## src/rsmt_params.svh

```systemverilog
`ifndef RSMT_PARAMS_SVH
`define RSMT_PARAMS_SVH

// Register offsets on the internal register port
`define RSMT_OFS_PRE 8'h2F
`define RSMT_OFS_DATA 8'h30
`define RSMT_OFS_TMO 8'h31
`define RSMT_OFS_SLL 8'h32
`define RSMT_OFS_SLH 8'h33
`define RSMT_OFS_TCHK 8'h34

// Reset values
`define RSMT_RST_BYTE 8'h00
`define RSMT_RST_WORD 16'h0000
`define RSMT_RD_NONE 8'h00

// Field positions of the monitor control registers
`define RSMT_BIT_EXT 7
`define RSMT_BIT_RSVD 7
`define RSMT_EN_HI 6
`define RSMT_EN_LO 1
`define RSMT_BIT_ACC 0

// Field positions of the search timeout register
`define RSMT_PRESC_HI 7
`define RSMT_PRESC_LO 6
`define RSMT_CNT_HI 5
`define RSMT_CNT_LO 0

// Timeout tick period in bit periods, per prescaler code
`define RSMT_TICK_P0 7'd2
`define RSMT_TICK_P1 7'd4
`define RSMT_TICK_P2 7'd16
`define RSMT_TICK_P3 7'd64

// Prescaler codes
`define RSMT_PC_2 2'h0
`define RSMT_PC_4 2'h1
`define RSMT_PC_16 2'h2
`define RSMT_PC_64 2'h3

// Slicer byte split
`define RSMT_SL_HI 15
`define RSMT_SL_MID 8
`define RSMT_SL_LO 7

`endif

```

## src/rsmt_pkg.sv

```systemverilog
package rsmt_pkg;

  // Receiver phase reported by the sequencer, Gray coded
  typedef enum logic [1:0] {
    RSMT_IDLE = 2'h0,
    RSMT_WAKE = 2'h1,
    RSMT_PRE = 2'h3,
    RSMT_DATA = 2'h2
  } rsmt_phase_t;

  // Register access strobes and data
  typedef struct packed {
    logic wr;
    logic rd;
    logic [7:0] addr;
    logic [7:0] wdata;
  } rsmt_regreq_t;

  // Monitor results, bit 5 chip timeout down to bit 0 amplitude
  typedef struct packed {
    logic [5:0] fail;
    logic all_pass;
  } rsmt_mon_t;

  // Whole block state
  typedef struct packed {
    logic [7:0] pre_ctrl;
    logic [7:0] data_ctrl;
    logic [7:0] tmo_ctrl;
    logic [15:0] slicer;
    logic [7:0] tchk;
    rsmt_phase_t phase_q;
    logic [6:0] presc_cnt;
    logic [5:0] tick_cnt;
    logic timer_done;
    logic [5:0] pre_acc;
    logic [5:0] data_acc;
    logic [5:0] pre_en;
    logic [5:0] data_en;
    logic [5:0] pre_err;
    logic [5:0] data_err;
    logic eof;
    logic timeout;
    logic fail;
    logic [7:0] rdata;
  } rsmt_state_t;

endpackage

```

## src/rsmt_regs.sv

```systemverilog
`timescale 1ns/10ps
`include "rsmt_params.svh"
// How it works
// RULE1: Bit 7 of preamble control extends the search timeout into preamble.
// RULE2: Preamble monitors active exactly per preamble enables, bits 6..1.
// RULE3: Preamble accumulate bit makes error indicators collect over the phase.
// RULE4: Preamble accumulator clears at phase start and on status sample.
// RULE5: Data monitors active exactly per data enables, bits 6..1.
// RULE6: Any enabled data monitor fault raises the end-of-frame flag.
// RULE7: Data accumulate bit collects error indicators over data reception.
// RULE8: Data accumulator clears at reception start and on status sample.
// RULE9: Prescaler codes 0..3 give tick periods of 2, 4, 16, 64 bits.
// RULE10: Count 1..63 ends the search after that many ticks.
// RULE11: Count zero disables the timer, search never times out.
// RULE12: Acquired slicer threshold low byte loads register 32h.
// RULE13: Acquired slicer threshold high byte loads register 33h.
// RULE14: Host can read back the slicer initialisation value.
// RULE15: Host writes restore a saved threshold used for initialisation.
// RULE16: Stored init value stays apart from the drifting live threshold.
// RULE17: Enable bits 6..1: chip timeout, timing, coding, baud, RSSI, amplitude.
// RULE18: Optimistic search fails when timer expires before all monitors pass.
// RULE19: Timer restarts at each search or extended preamble, stops at end.
// RULE20: Data control bit 7 reads zero and ignores writes.
module rsmt_regs #(
  parameter int SLICER_W = 16
) (
  input wire logic mclk_i,
  input wire logic resetn_i,
  input wire rsmt_pkg::rsmt_regreq_t reg_req_i,
  output logic [7:0] reg_rdata_o,
  input wire rsmt_pkg::rsmt_phase_t phase_i,
  input wire logic bit_tick_i,
  input wire logic search_pass_policy_i,
  input wire logic status_sample_i,
  input wire rsmt_pkg::rsmt_mon_t mon_i,
  input wire logic slicer_acq_valid_i,
  input wire logic [15:0] slicer_acq_value_i,
  output logic [5:0] preamble_monitor_enables_o,
  output logic [5:0] data_monitor_enables_o,
  output logic [5:0] preamble_error_o,
  output logic [5:0] data_error_o,
  output logic eof_flag_o,
  output logic search_timeout_o,
  output logic search_fail_o,
  output logic [15:0] slicer_init_value_o,
  output logic [7:0] timing_check_ctrl_o
);
  import rsmt_pkg::*;

  // Refuse slicer widths outside 9 to 16 bits, the range that spans both byte registers
  generate
    if (SLICER_W < 9 || SLICER_W > 16) begin : g_bad_width
      $error("SLICER_W must lie between 9 and 16");
    end
  endgenerate

  localparam logic [15:0] SL_MASK = 16'((32'h1 << SLICER_W) - 32'h1);

  rsmt_state_t st;
  rsmt_state_t next_st;

  // Tick period in bit periods for a prescaler code
  function automatic logic [6:0] tick_period(input logic [1:0] code);
    logic [6:0] p;
    p = `RSMT_TICK_P0;
    case (code)
      `RSMT_PC_2: p = `RSMT_TICK_P0;
      `RSMT_PC_4: p = `RSMT_TICK_P1;
      `RSMT_PC_16: p = `RSMT_TICK_P2;
      `RSMT_PC_64: p = `RSMT_TICK_P3;
      default: p = `RSMT_TICK_P0;
    endcase
    return p;
  endfunction

  // Address decode shared by read and write paths
  function automatic logic hit(input logic [7:0] a, input logic [7:0] ofs);
    return a == ofs;
  endfunction

  logic [5:0] pre_sel;
  logic [5:0] data_sel;
  logic [5:0] cur_pre;
  logic [5:0] cur_data;
  logic pre_start;
  logic data_start;
  logic timer_run;
  logic phase_start;
  logic [5:0] tmo_cnt;
  logic [6:0] period;

  // Phase entry detection and monitor gating
  always_comb begin
    pre_sel = st.pre_ctrl[`RSMT_EN_HI:`RSMT_EN_LO];
    data_sel = st.data_ctrl[`RSMT_EN_HI:`RSMT_EN_LO];
    phase_start = phase_i != st.phase_q;
    pre_start = phase_i == RSMT_PRE && st.phase_q != RSMT_PRE;
    data_start = phase_i == RSMT_DATA && st.phase_q != RSMT_DATA;
    cur_pre = mon_i.fail & pre_sel & {6{phase_i == RSMT_PRE}}; // RULE2
    cur_data = mon_i.fail & data_sel & {6{phase_i == RSMT_DATA}}; // RULE5
    timer_run = phase_i == RSMT_WAKE ||
                (phase_i == RSMT_PRE && st.pre_ctrl[`RSMT_BIT_EXT]); // RULE1
    tmo_cnt = st.tmo_ctrl[`RSMT_CNT_HI:`RSMT_CNT_LO];
    period = tick_period(st.tmo_ctrl[`RSMT_PRESC_HI:`RSMT_PRESC_LO]); // RULE9
  end

  // Next state of registers, timer, accumulators and outputs
  always_comb begin
    next_st = st;
    next_st.phase_q = phase_i;
    next_st.timeout = 1'b0;
    next_st.fail = 1'b0;

    // Register writes; data control bit 7 is forced to zero
    if (reg_req_i.wr) begin
      if (hit(reg_req_i.addr, `RSMT_OFS_PRE)) begin
        next_st.pre_ctrl = reg_req_i.wdata;
      end
      if (hit(reg_req_i.addr, `RSMT_OFS_DATA)) begin
        next_st.data_ctrl = reg_req_i.wdata;
        next_st.data_ctrl[`RSMT_BIT_RSVD] = 1'b0; // RULE20
      end
      if (hit(reg_req_i.addr, `RSMT_OFS_TMO)) begin
        next_st.tmo_ctrl = reg_req_i.wdata;
      end
      if (hit(reg_req_i.addr, `RSMT_OFS_SLL)) begin
        next_st.slicer[`RSMT_SL_LO:0] = reg_req_i.wdata; // RULE15
      end
      if (hit(reg_req_i.addr, `RSMT_OFS_SLH)) begin
        next_st.slicer[`RSMT_SL_HI:`RSMT_SL_MID] = reg_req_i.wdata; // RULE15
      end
      if (hit(reg_req_i.addr, `RSMT_OFS_TCHK)) begin
        next_st.tchk = reg_req_i.wdata;
      end
    end

    // Acquisition result overrides a host write in the same cycle
    if (slicer_acq_valid_i) begin
      next_st.slicer = slicer_acq_value_i; // RULE12 RULE13
    end
    next_st.slicer = next_st.slicer & SL_MASK; // RULE16

    // Search timeout timer, restarted on every phase entry
    if (phase_start || !timer_run) begin
      next_st.presc_cnt = 7'h00; // RULE19
      next_st.tick_cnt = 6'h00;
      next_st.timer_done = 1'b0;
    end else if (tmo_cnt != 6'h00 && // RULE11
                 !st.timer_done && bit_tick_i) begin
      if (st.presc_cnt + 7'h01 >= period) begin
        next_st.presc_cnt = 7'h00;
        next_st.tick_cnt = st.tick_cnt + 6'h01;
        if (st.tick_cnt + 6'h01 >= tmo_cnt) begin
          next_st.timeout = 1'b1; // RULE10
          next_st.timer_done = 1'b1;
          next_st.fail = search_pass_policy_i && !mon_i.all_pass; // RULE18
        end
      end else begin
        next_st.presc_cnt = st.presc_cnt + 7'h01;
      end
    end

    // Error accumulators; a fault in the clearing cycle is kept
    if (pre_start || status_sample_i) begin
      next_st.pre_acc = cur_pre; // RULE4
    end else begin
      next_st.pre_acc = st.pre_acc | cur_pre;
    end
    if (data_start || status_sample_i) begin
      next_st.data_acc = cur_data; // RULE8
    end else begin
      next_st.data_acc = st.data_acc | cur_data;
    end
    next_st.pre_err = st.pre_ctrl[`RSMT_BIT_ACC] ?
                      next_st.pre_acc : cur_pre; // RULE3
    next_st.data_err = st.data_ctrl[`RSMT_BIT_ACC] ?
                       next_st.data_acc : cur_data; // RULE7

    // Monitor enables presented only in their own phase
    next_st.pre_en = pre_sel & {6{phase_i == RSMT_PRE}}; // RULE17
    next_st.data_en = data_sel & {6{phase_i == RSMT_DATA}}; // RULE17
    next_st.eof = phase_i == RSMT_DATA && (|cur_data); // RULE6

    // Read data, held until the next read
    if (reg_req_i.rd) begin
      next_st.rdata = `RSMT_RD_NONE;
      if (hit(reg_req_i.addr, `RSMT_OFS_PRE)) begin
        next_st.rdata = st.pre_ctrl;
      end
      if (hit(reg_req_i.addr, `RSMT_OFS_DATA)) begin
        next_st.rdata = st.data_ctrl;
      end
      if (hit(reg_req_i.addr, `RSMT_OFS_TMO)) begin
        next_st.rdata = st.tmo_ctrl;
      end
      if (hit(reg_req_i.addr, `RSMT_OFS_SLL)) begin
        next_st.rdata = st.slicer[`RSMT_SL_LO:0]; // RULE14
      end
      if (hit(reg_req_i.addr, `RSMT_OFS_SLH)) begin
        next_st.rdata = st.slicer[`RSMT_SL_HI:`RSMT_SL_MID]; // RULE14
      end
      if (hit(reg_req_i.addr, `RSMT_OFS_TCHK)) begin
        next_st.rdata = st.tchk;
      end
    end
  end

  // State register
  always_ff @(posedge mclk_i or negedge resetn_i) begin
    if (!resetn_i) begin
      st.pre_ctrl <= `RSMT_RST_BYTE;
      st.data_ctrl <= `RSMT_RST_BYTE;
      st.tmo_ctrl <= `RSMT_RST_BYTE;
      st.slicer <= `RSMT_RST_WORD;
      st.tchk <= `RSMT_RST_BYTE;
      st.phase_q <= RSMT_IDLE;
      st.presc_cnt <= 7'h00;
      st.tick_cnt <= 6'h00;
      st.timer_done <= 1'b0;
      st.pre_acc <= 6'h00;
      st.data_acc <= 6'h00;
      st.pre_en <= 6'h00;
      st.data_en <= 6'h00;
      st.pre_err <= 6'h00;
      st.data_err <= 6'h00;
      st.eof <= 1'b0;
      st.timeout <= 1'b0;
      st.fail <= 1'b0;
      st.rdata <= `RSMT_RD_NONE;
    end else begin
      st <= next_st;
    end
  end

  // Outputs straight from the state register
  assign reg_rdata_o = st.rdata;
  assign preamble_monitor_enables_o = st.pre_en;
  assign data_monitor_enables_o = st.data_en;
  assign preamble_error_o = st.pre_err;
  assign data_error_o = st.data_err;
  assign eof_flag_o = st.eof;
  assign search_timeout_o = st.timeout;
  assign search_fail_o = st.fail;
  assign slicer_init_value_o = st.slicer;
  assign timing_check_ctrl_o = st.tchk;

  // Helper: bit ticks seen since the timed phase began
  logic [12:0] chk_ticks;
  always_ff @(posedge mclk_i or negedge resetn_i) begin
    if (!resetn_i) begin
      chk_ticks <= 13'h0000;
    end else if (phase_start || !timer_run) begin
      chk_ticks <= 13'h0000;
    end else if (bit_tick_i) begin
      chk_ticks <= chk_ticks + 13'h0001;
    end
  end
endmodule

```

## config.mk

```make
export PLATFORM = sky130hd
export DESIGN_NAME = rsmt_regs
export DESIGN_NICKNAME = d
export VERILOG_FILES = /design/src/rsmt_pkg.sv /design/src/rsmt_regs.sv
export VERILOG_INCLUDE_DIRS = /design/src /design/src/src
export SDC_FILE = /design/constraint.sdc
export NUM_CORES = 1
export LEC_CHECK = 0
export ABC_AREA = 0
export BUFFER_PORTS_ARGS = -buffer_cell sky130_fd_sc_hd__buf_2
export CORE_ASPECT_RATIO = 0.75
export CORE_UTILIZATION = 35
export DETAILED_ROUTE_END_ITERATION = 10
export PLACE_DENSITY_LB_ADDON = 0.08
export SYNTH_ARGS = -nofsm -noshare
export SYNTH_HDL_FRONTEND = slang
export SYNTH_SLANG_ARGS = --single-unit
```

## constraint.sdc

```tcl
create_clock -name mclk_i -period 3.5 [get_ports mclk_i]
set_input_delay 0.7 -clock mclk_i [delete_from_list [all_inputs] [get_ports mclk_i]]
set_output_delay 0.7 -clock mclk_i [all_outputs]
set_load 0.01 [all_outputs]
```

## Yosys cells after proc, flatten, opt, wreduce, memory -nomap -nowiden

Cells that the tools add are included.

| storage, ports and cells | value |
|---|---|
| bits of input ports | 49 |
| logic and storage cells | 103 |
| bits in registers | 110 |

| cells by class | value |
|---|---|
| add/sub/neg operators | 2 |
| bitwise logic cells | 8 |
| reductions and logical operators | 31 |
| magnitude comparators | 2 |
| equality and inequality tests | 15 |
| muxes and demuxes | 25 |

Operators by type and width:

| kind | count |
|---|---|
| 8-bit 2-to-1 mux | 9 |
| 8-bit by 6-bit == test with 1-bit output (second input constant) | 6 |
| 6-bit AND | 6 |
| 14-bit 2-to-1 mux | 2 |
| 7-bit one-hot mux with 4 select lines | 1 |
| 24-bit 2-to-1 mux | 1 |
| 6-bit 2-to-1 mux | 4 |
| 16-bit 2-to-1 mux | 1 |
| 7-bit 2-to-1 mux | 2 |
| 2-bit AND reduction | 7 |
| 6-bit OR | 2 |
| 2-bit nonzero test | 6 |
| 2-bit == test (second input constant) | 4 |
| 2-bit 2-to-1 mux | 4 |
| 7-bit by 1-bit adder with 7-bit output (second input constant) | 1 |
| 7-bit >= comparator | 1 |
| 1-bit logical AND | 7 |
| 6-bit by 1-bit adder with 6-bit output (second input constant) | 1 |
| 6-bit >= comparator | 1 |
| 6-bit nonzero test | 1 |
| 6-bit OR reduction | 1 |
| 2-bit by 1-bit == test with 1-bit output (second input constant) | 2 |
| 1-bit logical OR | 4 |
| 2-bit != test (second input constant) | 2 |
| other kinds (5) | 7 |

## Longest topological paths before layout

Gate-level depths: netlist of run 1.

| logic depth | value |
|---|---|
| depth in word-level cells | 7 |
| gate-level depth with buffers | 11 |

## Worst setup path after synthesis of run 1

Ideal clock, no wire load.

| timing path | value |
|---|---|
| kind | register to register |
| from | reg st[54] (netlist bit) |
| to | reg st[58] (netlist bit) |
| stages on the path, launching flop included | 11 |
| required time | 3,399 ps |
| arrival | 2,679 ps |
| path buffers | 1 |
| library setup time | 101 ps |
| slack | 720 ps |
| period minus slack after synthesis | 2,780 ps |
| cell sequence | dfrtp_1 -> ha_1 -> and3_1 -> xor2_1 -> ha_1 -> a211oi_1 -> o21ai_0 -> o41ai_2 -> buf_2 -> nor2_1 -> nor4_1 |

| on the way | value |
|---|---|
| cells in the longest elaborated chain, start to end | 5 |

Ends and longest elaborated chain:

| element | RTL line | text |
|---|---|---|
| from (decl) | rsmt_regs.sv:59 | `rsmt_state_t st;` |
| from (signal assigned) | rsmt_regs.sv:231 | `st <= next_st;` |
| 7-bit by 1-bit adder with 7-bit output (*) | rsmt_regs.sv:150, rsmt_regs.sv:159 |  |
| 7-bit >= comparator | rsmt_regs.sv:150 | `if (st.presc_cnt + 7'h01 >= period) begin` |
| 7-bit 2-to-1 mux (*) | rsmt_regs.sv:150 |  |
| 14-bit 2-to-1 mux (*) | rsmt_regs.sv:148 | `end else if (tmo_cnt != 6'h00 &&` |
| 14-bit 2-to-1 mux (*) | rsmt_regs.sv:144 | `if (phase_start \|\| !timer_run) begin` |

Every way passes the cells marked *; elsewhere a longest branch is shown, timed or not. The select of a mux whose other input is x is not followed.
A chain may end at the register's enable or synchronous reset.

## Worst setup path in the final report of run 1

Ends and elaborated chain as after synthesis.

==> qor.yml, run 1 <==
grt:
  grt_max_degree: 62
  met3_usage_pct: 4.758
  grt_remaining_overflow: 0
  grtUsageMet1_pct: 28.29
  grt_usage_pct: 18.57
  grt_most_used_layer: "met1"
  met2_usage_pct: 26.57
  antenna_found_initial: 0
  grt_pass1_wl_microns: 23490
  first_global_vias: 4036
detailed_routing:
  final_antenna_net_count: 0
  drt_wl_total_microns: 14980
  drtIter0Drc: 214
  wl_per_cell_microns: 18.56
  vias: 4185
  drc_errors: 0
  vias_per_cell: 5.186
  drt_pre_antenna_iters: 4
clock_tree:
  ctsHoldBuffers: 0
  cts.sinks: 110
  clk_latency_ns: 0.35
  cts_max_level: 3
  cts.clk_slew.worst_paths_ns: 0.07
  post-cts-setup-buffer-count: 0
  post_cts_resize_count: 0
  cts-root-buf: "clkbuf_16"
  clock_path_buffers: 2
  cts_buffers: 9
  cts_tree: "done"
final_layout:
  area_delta_synth_final_pct: 11.21
  nFillCells: 1610
  final_nets: 653
  final_cell_mix: "110 x dfrtp_1, 106 x buf_2, 43 x nand2_1"
  drive_gt1_share_pct: 28.81
  layout_commonest_cell: "dfrtp_1"
  antennaDiodeCount: 0
pwr:
  power.density_mw_per_mm2: 418.2
  p_comb_share_pct: 10.5
  p_seq_share_pct: 51.0
  power.total_mw: 2.663
  p_sw_share_pct: 26.11
  p_int_mw: 1.967
  switchingPower_uw: 695.3
  irDropWorstVdd_mv: 0.1872
  p_leak_nw: 3.318
  clkPwrFrac_pct: 38.5
place:
  port_buffers: 107
  dp_hpwl_microns: 10940
  gp_congestion: 0.8117
synth:
  synth_edf_count: 0
  ys.flop_type: "dfrtp_1"
  ys_async_sr_fraction_pct: 100.0
  synth_mux_area_share_pct: 9.421
  synth_top_family_by_area: "compound AO/OA/AOI/OAI gates"
  synth_nets: 606
  synthSimpleGateAreaFrac_pct: 12.55
  synthXorXnorAreaFrac_pct: 1.071
  postSynthCellCount: 545
  synth.distinct_cells: 59
  ys_seq_area_share_pct: 48.09
  synth_compound_area_share_pct: 16.02
  synth_adder_area_share_pct: 2.623
  syn_area_per_cell_sq_um: 10.50
  yosysWarnings: 0
  synth_area_sq_mm: 0.005724
  synth-seq-cells: 110
floorplanning:
  die-area_sq_mm: 0.01688
  start_util_pct: 35.74
  dieHeight_microns: 112.8
  io_pins: 108
  rows: 40
  coreArea_sq_mm: 0.01602
  die_w_microns: 149.7
setup_path:
  startpoint_type: "flop"
  crit_fanout: 15
  cpMaxStageDelayCell: "dfrtp_1"
  cp-end-kind: "flop"
  arrival_ns: 3.21
  slowest_delay_ns: 0.43
  cp_common_cell: "ha_1"
  critical_path.cell_chain: "ha_1 > and3_1 > xor2_1 > ha_1 > a211oi_1 > o21ai_0 > o41ai_2 > buf_4 > nor2_1 > nor4_1"
  critPathKind: "flop to flop"
  required_ns: 3.73
timing:
  worst_pin_slew_ns: 0.7975
  setup_viol_count_final: 0
  fmax_mhz: 336.5
  finalCriticalPeriod_ns: 2.972
  slew_headroom_pct: 46.83
  fin_setup_tns_ns: 0
  skew_ns: 0.007955
  hold_viol_final: 0
  fin_crit_sh_pct: 84.91
  rsz0062_at_grt: "false"
  drv_slew: 0
run:
  cap_violations: 0
min_path:
  hp-class: "input pin to asynchronous set/reset pin"
outcome:
  status: "finished, final reports clean"
power by group through the flow:
stage	Clock, mW	Combinational [mW]	Sequential [mW]
2_1_floorplan	0	0.181	1.36
3_3_place_gp	0	0.279	1.38
3_5_place_dp	0	0.283	1.38
4_1_cts	1.06	0.284	1.36
5_1_grt	1.11	0.313	1.36
6_report	1.03	0.279	1.36
critical path: cells and delay by family (launching register included):
family          cells  cell delay (ns)
buf+inv             1             0.24
xor+xnor            1             0.16
compound gates      3             0.78
simple gates        3             0.65
fa+ha+maj           2             0.60
flops               1             0.43
synthesized netlist by cell type, drive strengths merged (2+ instances only):
library cell	number	area share (%)
a311o	2	0.35
clkbuf	17	1.1
nand2	43	2.8
a21boi	2	0.26
o21ai	38	3.3
o31a	3	0.46
o22ai	6	0.66
and2	9	0.98
a21o	14	1.8
xnor2	4	0.61
inv	16	1.0
a31o	2	0.31
a32o	3	0.52
o31ai	6	0.79
a211oi	2	0.26
ha	12	2.6
nand2b	8	0.87
nand4	2	0.22
and3	15	1.6
mux2i	19	3.3
nand3	9	0.79
buf	62	8.1
nor4	7	0.98
a22oi	2	0.26
o211ai	4	0.52
a21oi	18	1.6
nor2	26	1.7
dfrtp	110	48
xor2	3	0.46
a31oi	4	0.44
o22a	4	0.61
or4	4	0.59
nor2b	3	0.33
a22o	17	2.6
or2	2	0.22
mux2	31	6.1
nor3	4	0.55
path summary, 6_finish.rpt:
path	to	cells past startpoint	from	slack [ns]
min reg2reg	st[38]$_DFF_PN0_	1	st[38]$_DFF_PN0_	0.48
max in group asynchronous	slicer_init_value_o[13]$_DFFE_PN0P_	2	resetn_i	2.31
min	preamble_monitor_enables_o[1]$_DFF_PN0_	1	resetn_i	0.44
max	st[58]$_DFFE_PN0P_	10	st[54]$_DFFE_PN0P_	0.53
max reg2reg	st[58]$_DFFE_PN0P_	10	st[54]$_DFFE_PN0P_	0.53
min in group mclk_i	st[38]$_DFF_PN0_	1	st[38]$_DFF_PN0_	0.48
flip-flops by register name, summed over array words and instances, names as in the netlist:
register                    flops
st                             39
data_monitor_enables_o          6
reg_rdata_o                     8
search_timeout_o                1
timing_check_ctrl_o             8
data_sel                        6
slicer_init_value_o            16
preamble_monitor_enables_o      6
eof_flag_o                      1
search_fail_o                   1
data_error_o                    6
preamble_error_o                6
pre_sel                         6
through the flow:
stage	hold slack (ns)	cell area, sq um	instances	util, %	setup WS [ns]
global placement	0.4612	6072	791	37.91	0.7565
CTS	0.4658	6366	807	39.75	0.5551
finish	0.4397	6366	807	39.75	0.5280
global route	0.4981	6366	807	39.75	0.3040
floorplan	0.4044	5724	545	-	0.7202
detailed placement	0.4657	6072	791	37.91	0.5905
metal layers:
| metal | vias to the layer above | wire (microns) |
|---|---|---|
| met5 | - | 0 |
| met4 | 0 | 42 |
| met3 | 2 | 552 |
| met2 | 91 | 6697 |
| met1 | 2108 | 7688 |
| li1 | 1984 | - |
layout make-up:
class,count,area [sq um],area share [%]
clock buffers,12,266.5,4.186
clock inverters,4,27.53,0.4324
inverters,16,60.06,0.9434
multi-input cells,340,2386,37.48
flip-flops and latches,110,2753,43.24
well taps,210,262.8,4.127
repair buffers,115,610.6,9.591
cells by family (layout without fill, tap and decap cells):
group                    count (synthesis)  count (layout)
multiplexers                            50              50
buffers and inverters                   95             147
AO/OA/AOI/OAI                          134             134
adder cells (fa/ha/maj)                 12              12
AND/OR/NAND/NOR                        137             137
flip-flops                             110             110
XOR/XNOR                                 7               7
(Power assumes the default switching activity.)
==> inputs of run 2 (changes only) <==
ABC_AREA = 1   (was 0)
clock period = 2.9 ns   (was 3.5 ns; I/O delays follow)
==> run 2 against run 1 <==
  * Via count rose by 4.2%
  * Final area down 0.35%
  * Clock power grew 31%
  * Critical path type unchanged
  * Highest routed layer unchanged
==> qor.yml, run 2 <==
timing:
  finalCriticalPeriod_ns: 2.111  # -0.8612 ns
  fin_setup_tns_ns: 0  # unchanged
  skew_ns: 0.01251  # +0.004550 ns
  worst_pin_slew_ns: 0.7596  # -0.03788 ns
  drv_slew: 0  # unchanged
  setup_viol_count_final: 0  # unchanged
  fin_ws_ns: 0.7892  # +0.2612 ns
  slew_headroom_pct: 49.36  # +2.5 points
  fin_crit_sh_pct: 72.79  # -12 points
  fmax_mhz: 473.8  # +41%
  hold-worst-slack_ns: 0.2411  # -0.1986 ns
  hold_viol_final: 0  # unchanged
  rsz0062_at_grt: "false"
synth:
  synth_edf_count: 0  # unchanged
  yosysTopAreaCell: "dfrtp_1"
  synth_most_common_cell: "nand2_1"
  yosysTopAreaCellShare_pct: 48.30  # +0.21 points
  synth_common_cells: "144 x nand2_1, 110 x dfrtp_1, 87 x inv_1, 65 x o21ai_0, 56 x buf_4"
  synth_nets: 715  # +18%
  yosysWarnings: 0  # unchanged
  ys_seq_area_share_pct: 48.30  # +0.21 points
  synth-seq-cells: 110  # unchanged
  netlist_top_cells_area: "dfrtp_1 48%, nand2_1 9.5%, buf_4 7.4%"
  postSynthCellCount: 654  # +20%
  synth_area_sq_mm: 0.005699  # -0.44%
  synth.distinct_cells: 39  # -34%
  ys_async_sr_fraction_pct: 100.0  # unchanged
  ys.flop_type: "dfrtp_1"
  syn_area_per_cell_sq_um: 8.714  # -17%
final_layout:
  final_cell_mix: "144 x nand2_1, 110 x dfrtp_1, 106 x buf_2"
  area_delta_synth_final_pct: 11.31  # about the same
  top_register: "st"
  final_nets: 768  # +18%
  antennaDiodeCount: 0  # unchanged
  largest_reg_flops: 39  # unchanged
  layout_commonest_cell: "nand2_1"
  drive_gt1_share_pct: 22.89  # -5.9 points
min_path:
  hp-class: "input pin to asynchronous set/reset pin"
clock_tree:
  post_cts_resize_count: 0  # unchanged
  cts_max_level: 3  # unchanged
  clk_latency_ns: 0.36  # about the same
  post-cts-setup-buffer-count: 0  # unchanged
  cts.clk_slew.worst_paths_ns: 0.07  # about the same
  cts_buffers: 9  # unchanged
  ctsHoldBuffers: 0  # unchanged
  cts-root-buf: "clkbuf_16"
  cts_tree: "done"
  cts.sinks: 110  # unchanged
  clock_path_buffers: 2  # unchanged
grt:
  grt_pass1_wl_microns: 23330  # -0.68%
  first_global_vias: 4261  # +5.6%
  met3_usage_pct: 4.878  # +0.12 points
  antenna_found_initial: 0  # unchanged
  grt_remaining_overflow: 0  # unchanged
  grtUsageMet1_pct: 27.27  # -1.0 points
  met2_usage_pct: 26.88  # +0.31 points
  grt_most_used_layer: "met1"
  grt_max_degree: 48  # -23%
  grt_usage_pct: 18.47  # -0.095 points
place:
  dp_hpwl_microns: 11130  # +1.8%
  port_buffers: 107  # unchanged
  gp_congestion: 0.8681  # +6.9%
  pre_cts_slack_ns: 0.7919  # +0.2014 ns
detailed_routing:
  drtIter0Drc: 339  # +58%
  final_antenna_net_count: 0  # unchanged
  vias_per_cell: 4.757  # -8.3%
  wl_per_cell_microns: 15.88  # -14%
  drc_errors: 0  # unchanged
  drt_wl_total_microns: 14560  # -2.8%
  drt_pre_antenna_iters: 5  # +1
  vias: 4362  # +4.2%
pwr:
  p_leak_nw: 3.268  # -1.5%
  power.density_mw_per_mm2: 523.8  # +25%
  irDropWorstVdd_mv: 0.2852  # +52%
floorplanning:
  dieHeight_microns: 112.5  # -0.22%
  io_pins: 108  # unchanged
  die_w_microns: 149.3  # -0.22%
  die-area_sq_mm: 0.01680  # -0.43%
  rows: 39  # -2.5%
  coreArea_sq_mm: 0.01557  # -2.8%
  start_util_pct: 36.61  # +0.87 points
outcome:
  status: "finished, final reports clean"
run:
  cap_violations: 0  # unchanged
setup_path:
  required_ns: 3.18  # -0.55 ns
  reg2reg_depth: 12  # +2
  critPathKind: "flop to flop"
  crit_fanout: 6  # -9
  arrival_ns: 2.39  # -0.82 ns
  startpoint_type: "flop"
  cp-end-kind: "flop"
-- run 2: worst max-delay path, stage by stage, from the launching register on --
cell      delay (ns)
dfrtp_1         0.44
ha_1            0.25
nand2_1         0.12
inv_1           0.05
nor2_1          0.14
ha_1            0.25
a21oi_1         0.15
nand2_1         0.06
nand2_1         0.05
nand2_1         0.08
nand2_4         0.10
nand4_1         0.15
o21bai_1        0.19
-- run 2: path summary, 6_finish.rpt --
path	startpoint	to	slack (ns)
max in group asynchronous	resetn_i	reg_rdata_o[3]$_DFFE_PN0P_	1.98
setup / recovery	st[54]$_DFFE_PN0P_	st[55]$_DFFE_PN0P_	0.79
hold reg to reg	st[47]$_DFFE_PN0P_	st[47]$_DFFE_PN0P_	0.49
setup reg to reg	st[54]$_DFFE_PN0P_	st[55]$_DFFE_PN0P_	0.79
min in group mclk_i	phase_i[0]	st[61]$_DFF_PN0_	0.39
hold / removal	resetn_i	preamble_error_o[5]$_DFF_PN0_	0.24
-- run 2: final cells by class --
type                            count  area, sq um
Fill cell                        1555         9223
Sequential cell                   110         2753
Multi-Input combinational cell    388         2108
Timing Repair Buffer              110        573.1
Inverter                           88        330.3
Tap cell                          205        256.5
Clock buffer                       10        239.0
Clock inverter                      6        83.83
-- run 2: stage by stage --
step                power (mW)  area [sq um]  util (%)  instances
global placement         2.001          6021     38.68        901
detailed placement       2.004          6021     38.68        901
CTS                      3.380          6344     40.75        917
finish                   3.323          6344     40.75        917
floorplan                1.873          5699         -        654
global route             3.475          6344     40.75        917
-- run 2: cells by family after synthesis --
group	synth area share [%]
adders and majority gates	2.634
and+or+nand+nor	20.46
buffers and inverters	14.71
muxes	1.383
DFF	48.30
AOI/OAI and AO/OA	11.75
xor gates and xnor gates	0.7684
-- run 2: per-layer routing --
layer / wire (microns) / up-vias / share of wire (%)
met5: 0 / - / 0
met4: 104 / 0 / 0.71
met3: 718 / 8 / 4.9
met2: 6502 / 102 / 45
met1: 7233 / 2100 / 50
li1: - / 2152 / -
-- run 2: power breakdown --
part / internal [mW] / switching, mW / total, mW
clock: 0.718 / 0.636 / 1.35
sequential: 1.59 / 0.0462 / 1.63
combinational: 0.118 / 0.217 / 0.335
==> inputs of run 3 (changes only) <==
clock period = 1.9 ns   (was 2.9 ns; I/O delays follow)
==> run 3 against run 2 <==
  * The run now ends with negative setup slack left
  * Maximum frequency grew 11%
  * Final cell count grew 2.4%
  * Power grew 48%
  * Sequential share of layout area shrank 2.1 points
  * Clock-buffer cell count shrank 1
==> qor.yml, run 3 (synthesized netlist as in run 2, its figures left out) <==
outcome:
  status: "complete, but fails checks"
  violations: "negative setup slack"
pwr:
  p_leak_nw: 3.405  # +4.2%
  irDropWorstVdd_mv: 0.3568  # +25%
  power.density_mw_per_mm2: 736.5  # +41%
detailed_routing:
  drt_pre_antenna_iters: 5  # unchanged
  vias_per_cell: 4.657  # -2.1%
  vias: 4373  # +0.25%
  drtIter0Drc: 300  # -12%
  drc_errors: 0  # unchanged
  wl_per_cell_microns: 15.44  # -2.8%
  final_antenna_net_count: 0  # unchanged
  drt_wl_total_microns: 14500  # -0.43%
floorplanning:
  die_w_microns: 149.3  # unchanged
  start_util_pct: 36.61  # unchanged
  rows: 39  # unchanged
  dieHeight_microns: 112.5  # unchanged
  coreArea_sq_mm: 0.01557  # unchanged
  die-area_sq_mm: 0.01680  # unchanged
  io_pins: 108  # unchanged
grt:
  grt_pass1_wl_microns: 22920  # -1.7%
  first_global_vias: 4175  # -2.0%
  antenna_found_initial: 0  # unchanged
  grt_usage_pct: 18.25  # -0.22 points
  grt_remaining_overflow: 0  # unchanged
  grt_max_degree: 44  # -8.3%
timing:
  fmax_mhz: 526.3  # +11%
  slew_headroom_pct: 71.09  # +22 points
  setup_viol_count_final: 1  # +1
  finalCriticalPeriod_ns: 1.900  # -0.2107 ns
  fin_crit_sh_pct: 100.0  # +27 points
  skew_ns: 0.007663  # -0.004843 ns
  fin_ws_ns: -0.00005151  # -0.7893 ns
  rsz0062_at_grt: "true"
  drv_slew: 0  # unchanged
  hold_viol_final: 0  # unchanged
  worst_pin_slew_ns: 0.4331  # -0.3265 ns
setup_path:
  r2r_setup_slack_ns: -0.00005  # -0.79 ns
  reg2reg_depth: 14  # +2
  critPathKind: "flop to flop"
  cp-end-kind: "flop"
  required_ns: 2.20  # -0.98 ns
  startpoint_type: "flop"
  crit_fanout: 6  # unchanged
  timing.rr.start: "st[54]$_DFFE_PN0P_"
  arrival_ns: 2.20  # -0.19 ns
  rr_endpoint: "st[52]$_DFFE_PN0P_"
clock_tree:
  cts_max_level: 3  # unchanged
  cts_buffers: 9  # unchanged
  clk_latency_ns: 0.36  # about the same
  cts.sinks: 110  # unchanged
  cts.clk_slew.worst_paths_ns: 0.07  # about the same
  cts_tree: "done"
  clock_path_buffers: 2  # unchanged
  cts-root-buf: "clkbuf_16"
place:
  dp_hpwl_microns: 11050  # -0.79%
  place_area_sq_mm: 0.006131  # +1.8%
  port_buffers: 107  # unchanged
  gp_congestion: 0.8715  # +0.39%
  placed_cells: 914  # +1.4%
final_layout:
  nFillCells: 1571  # +1.0%
  area_delta_synth_final_pct: 16.95
  layout_commonest_cell: "nand2_1"
  drive_gt1_share_pct: 29.29  # +6.4 points
  final_cell_mix: "136 x nand2_1, 108 x dfrtp_1, 106 x buf_2"
  top_register: "st"
  antennaDiodeCount: 0  # unchanged
  fin_cells: 939  # +2.4%
  final_nets: 790  # +2.9%
  largest_reg_flops: 39  # unchanged
  final_cell_area_sq_mm: 0.006665  # +5.1%
run:
  cap_violations: 0  # unchanged
min_path:
  min_from: "phase_i[1]"
  hp-class: "input pin to flop"
  min_path_cells: 1
  holdPathEnd: "st[62]$_DFF_PN0_"
[run 3: what timing repair did]
| action | CTS | global route |
|---|---|---|
| hold endpoints to repair | 24 | 0 |
| hold buffers | 1 | 0 |
| resized for setup | 13 | 27 |
| endpoints found under the setup margin | 16 | 16 |
| cloned | 0 | 0 |
| pin swaps | 15 | 27 |
| setup buffers | 3 | 5 |
[run 3: report_power, final]
| part | internal, mW | switching [mW] |
|---|---|---|
| clock | 0.937 | 0.940 |
| combinational | 0.201 | 0.343 |
| sequential | 2.42 | 0.0654 |
| total | 3.56 | 1.35 |
[run 3: per-layer routing]
layer  track usage (%)  share of wire, %
met5                 0                 0
met4             3.469              0.71
met3             4.512               4.1
met2             27.50                45
met1             26.48                50
[run 3: layout make-up]
cell class	instances	area [sq um]	area share, %
inverters	88	332.8	4.993
clock inverters	7	71.32	1.070
flip-flops and latches	110	2755	41.34
well taps	205	256.5	3.848
clock buffers	9	225.2	3.379
multi-input cells	388	2271	34.07
repair buffers	132	753.2	11.30
[run 3: worst max-delay path by stage]
stage,endpoint,cells past startpoint,from
2_1_floorplan,st[50]$_DFFE_PN0P_,14,st[54]$_DFFE_PN0P_
3_3_place_gp,st[58]$_DFFE_PN0P_,12,st[54]$_DFFE_PN0P_
3_5_place_dp,st[48]$_DFFE_PN0P_,14,st[54]$_DFFE_PN0P_
4_1_cts,st[48]$_DFFE_PN0P_,10,st[55]$_DFFE_PN0P_
5_1_grt,st[55]$_DFFE_PN0P_,12,st[55]$_DFFE_PN0P_
6_report,st[52]$_DFFE_PN0P_,14,st[54]$_DFFE_PN0P_
[run 3: worst max-delay path, stage by stage, from the launching register on]
cell     delay (ns)
dfrtp_1        0.41
ha_4           0.19
nand2_4        0.11
inv_4          0.04
nor2_4         0.11
ha_4           0.21
a21oi_2        0.12
nand2_1        0.05
nand2_1        0.07
nand2_2        0.06
nand2_4        0.09
nand3_4        0.12
nand2_4        0.13
nand2_1        0.07
nand2_1        0.06
[run 3: metrics by stage]
stage / setup TNS, ns / setup WS, ns / power [mW] / util (%) / hold slack [ns]
6_report: -0.00005151 / -0.00005151 / 4.909 / 42.82 / 0.1901
5_1_grt: -1.083 / -0.1089 / 5.148 / 42.82 / 0.1865
4_1_cts: 0 / 0.001867 / 4.976 / 41.85 / 0.1820
3_5_place_dp: -0.9225 / -0.08921 / 3.066 / 39.39 / 0.3310
3_3_place_gp: -0.04280 / -0.01092 / 3.062 / 39.39 / 0.3297
2_1_floorplan: 0 / 0.04315 / 2.860 / - / 0.08441
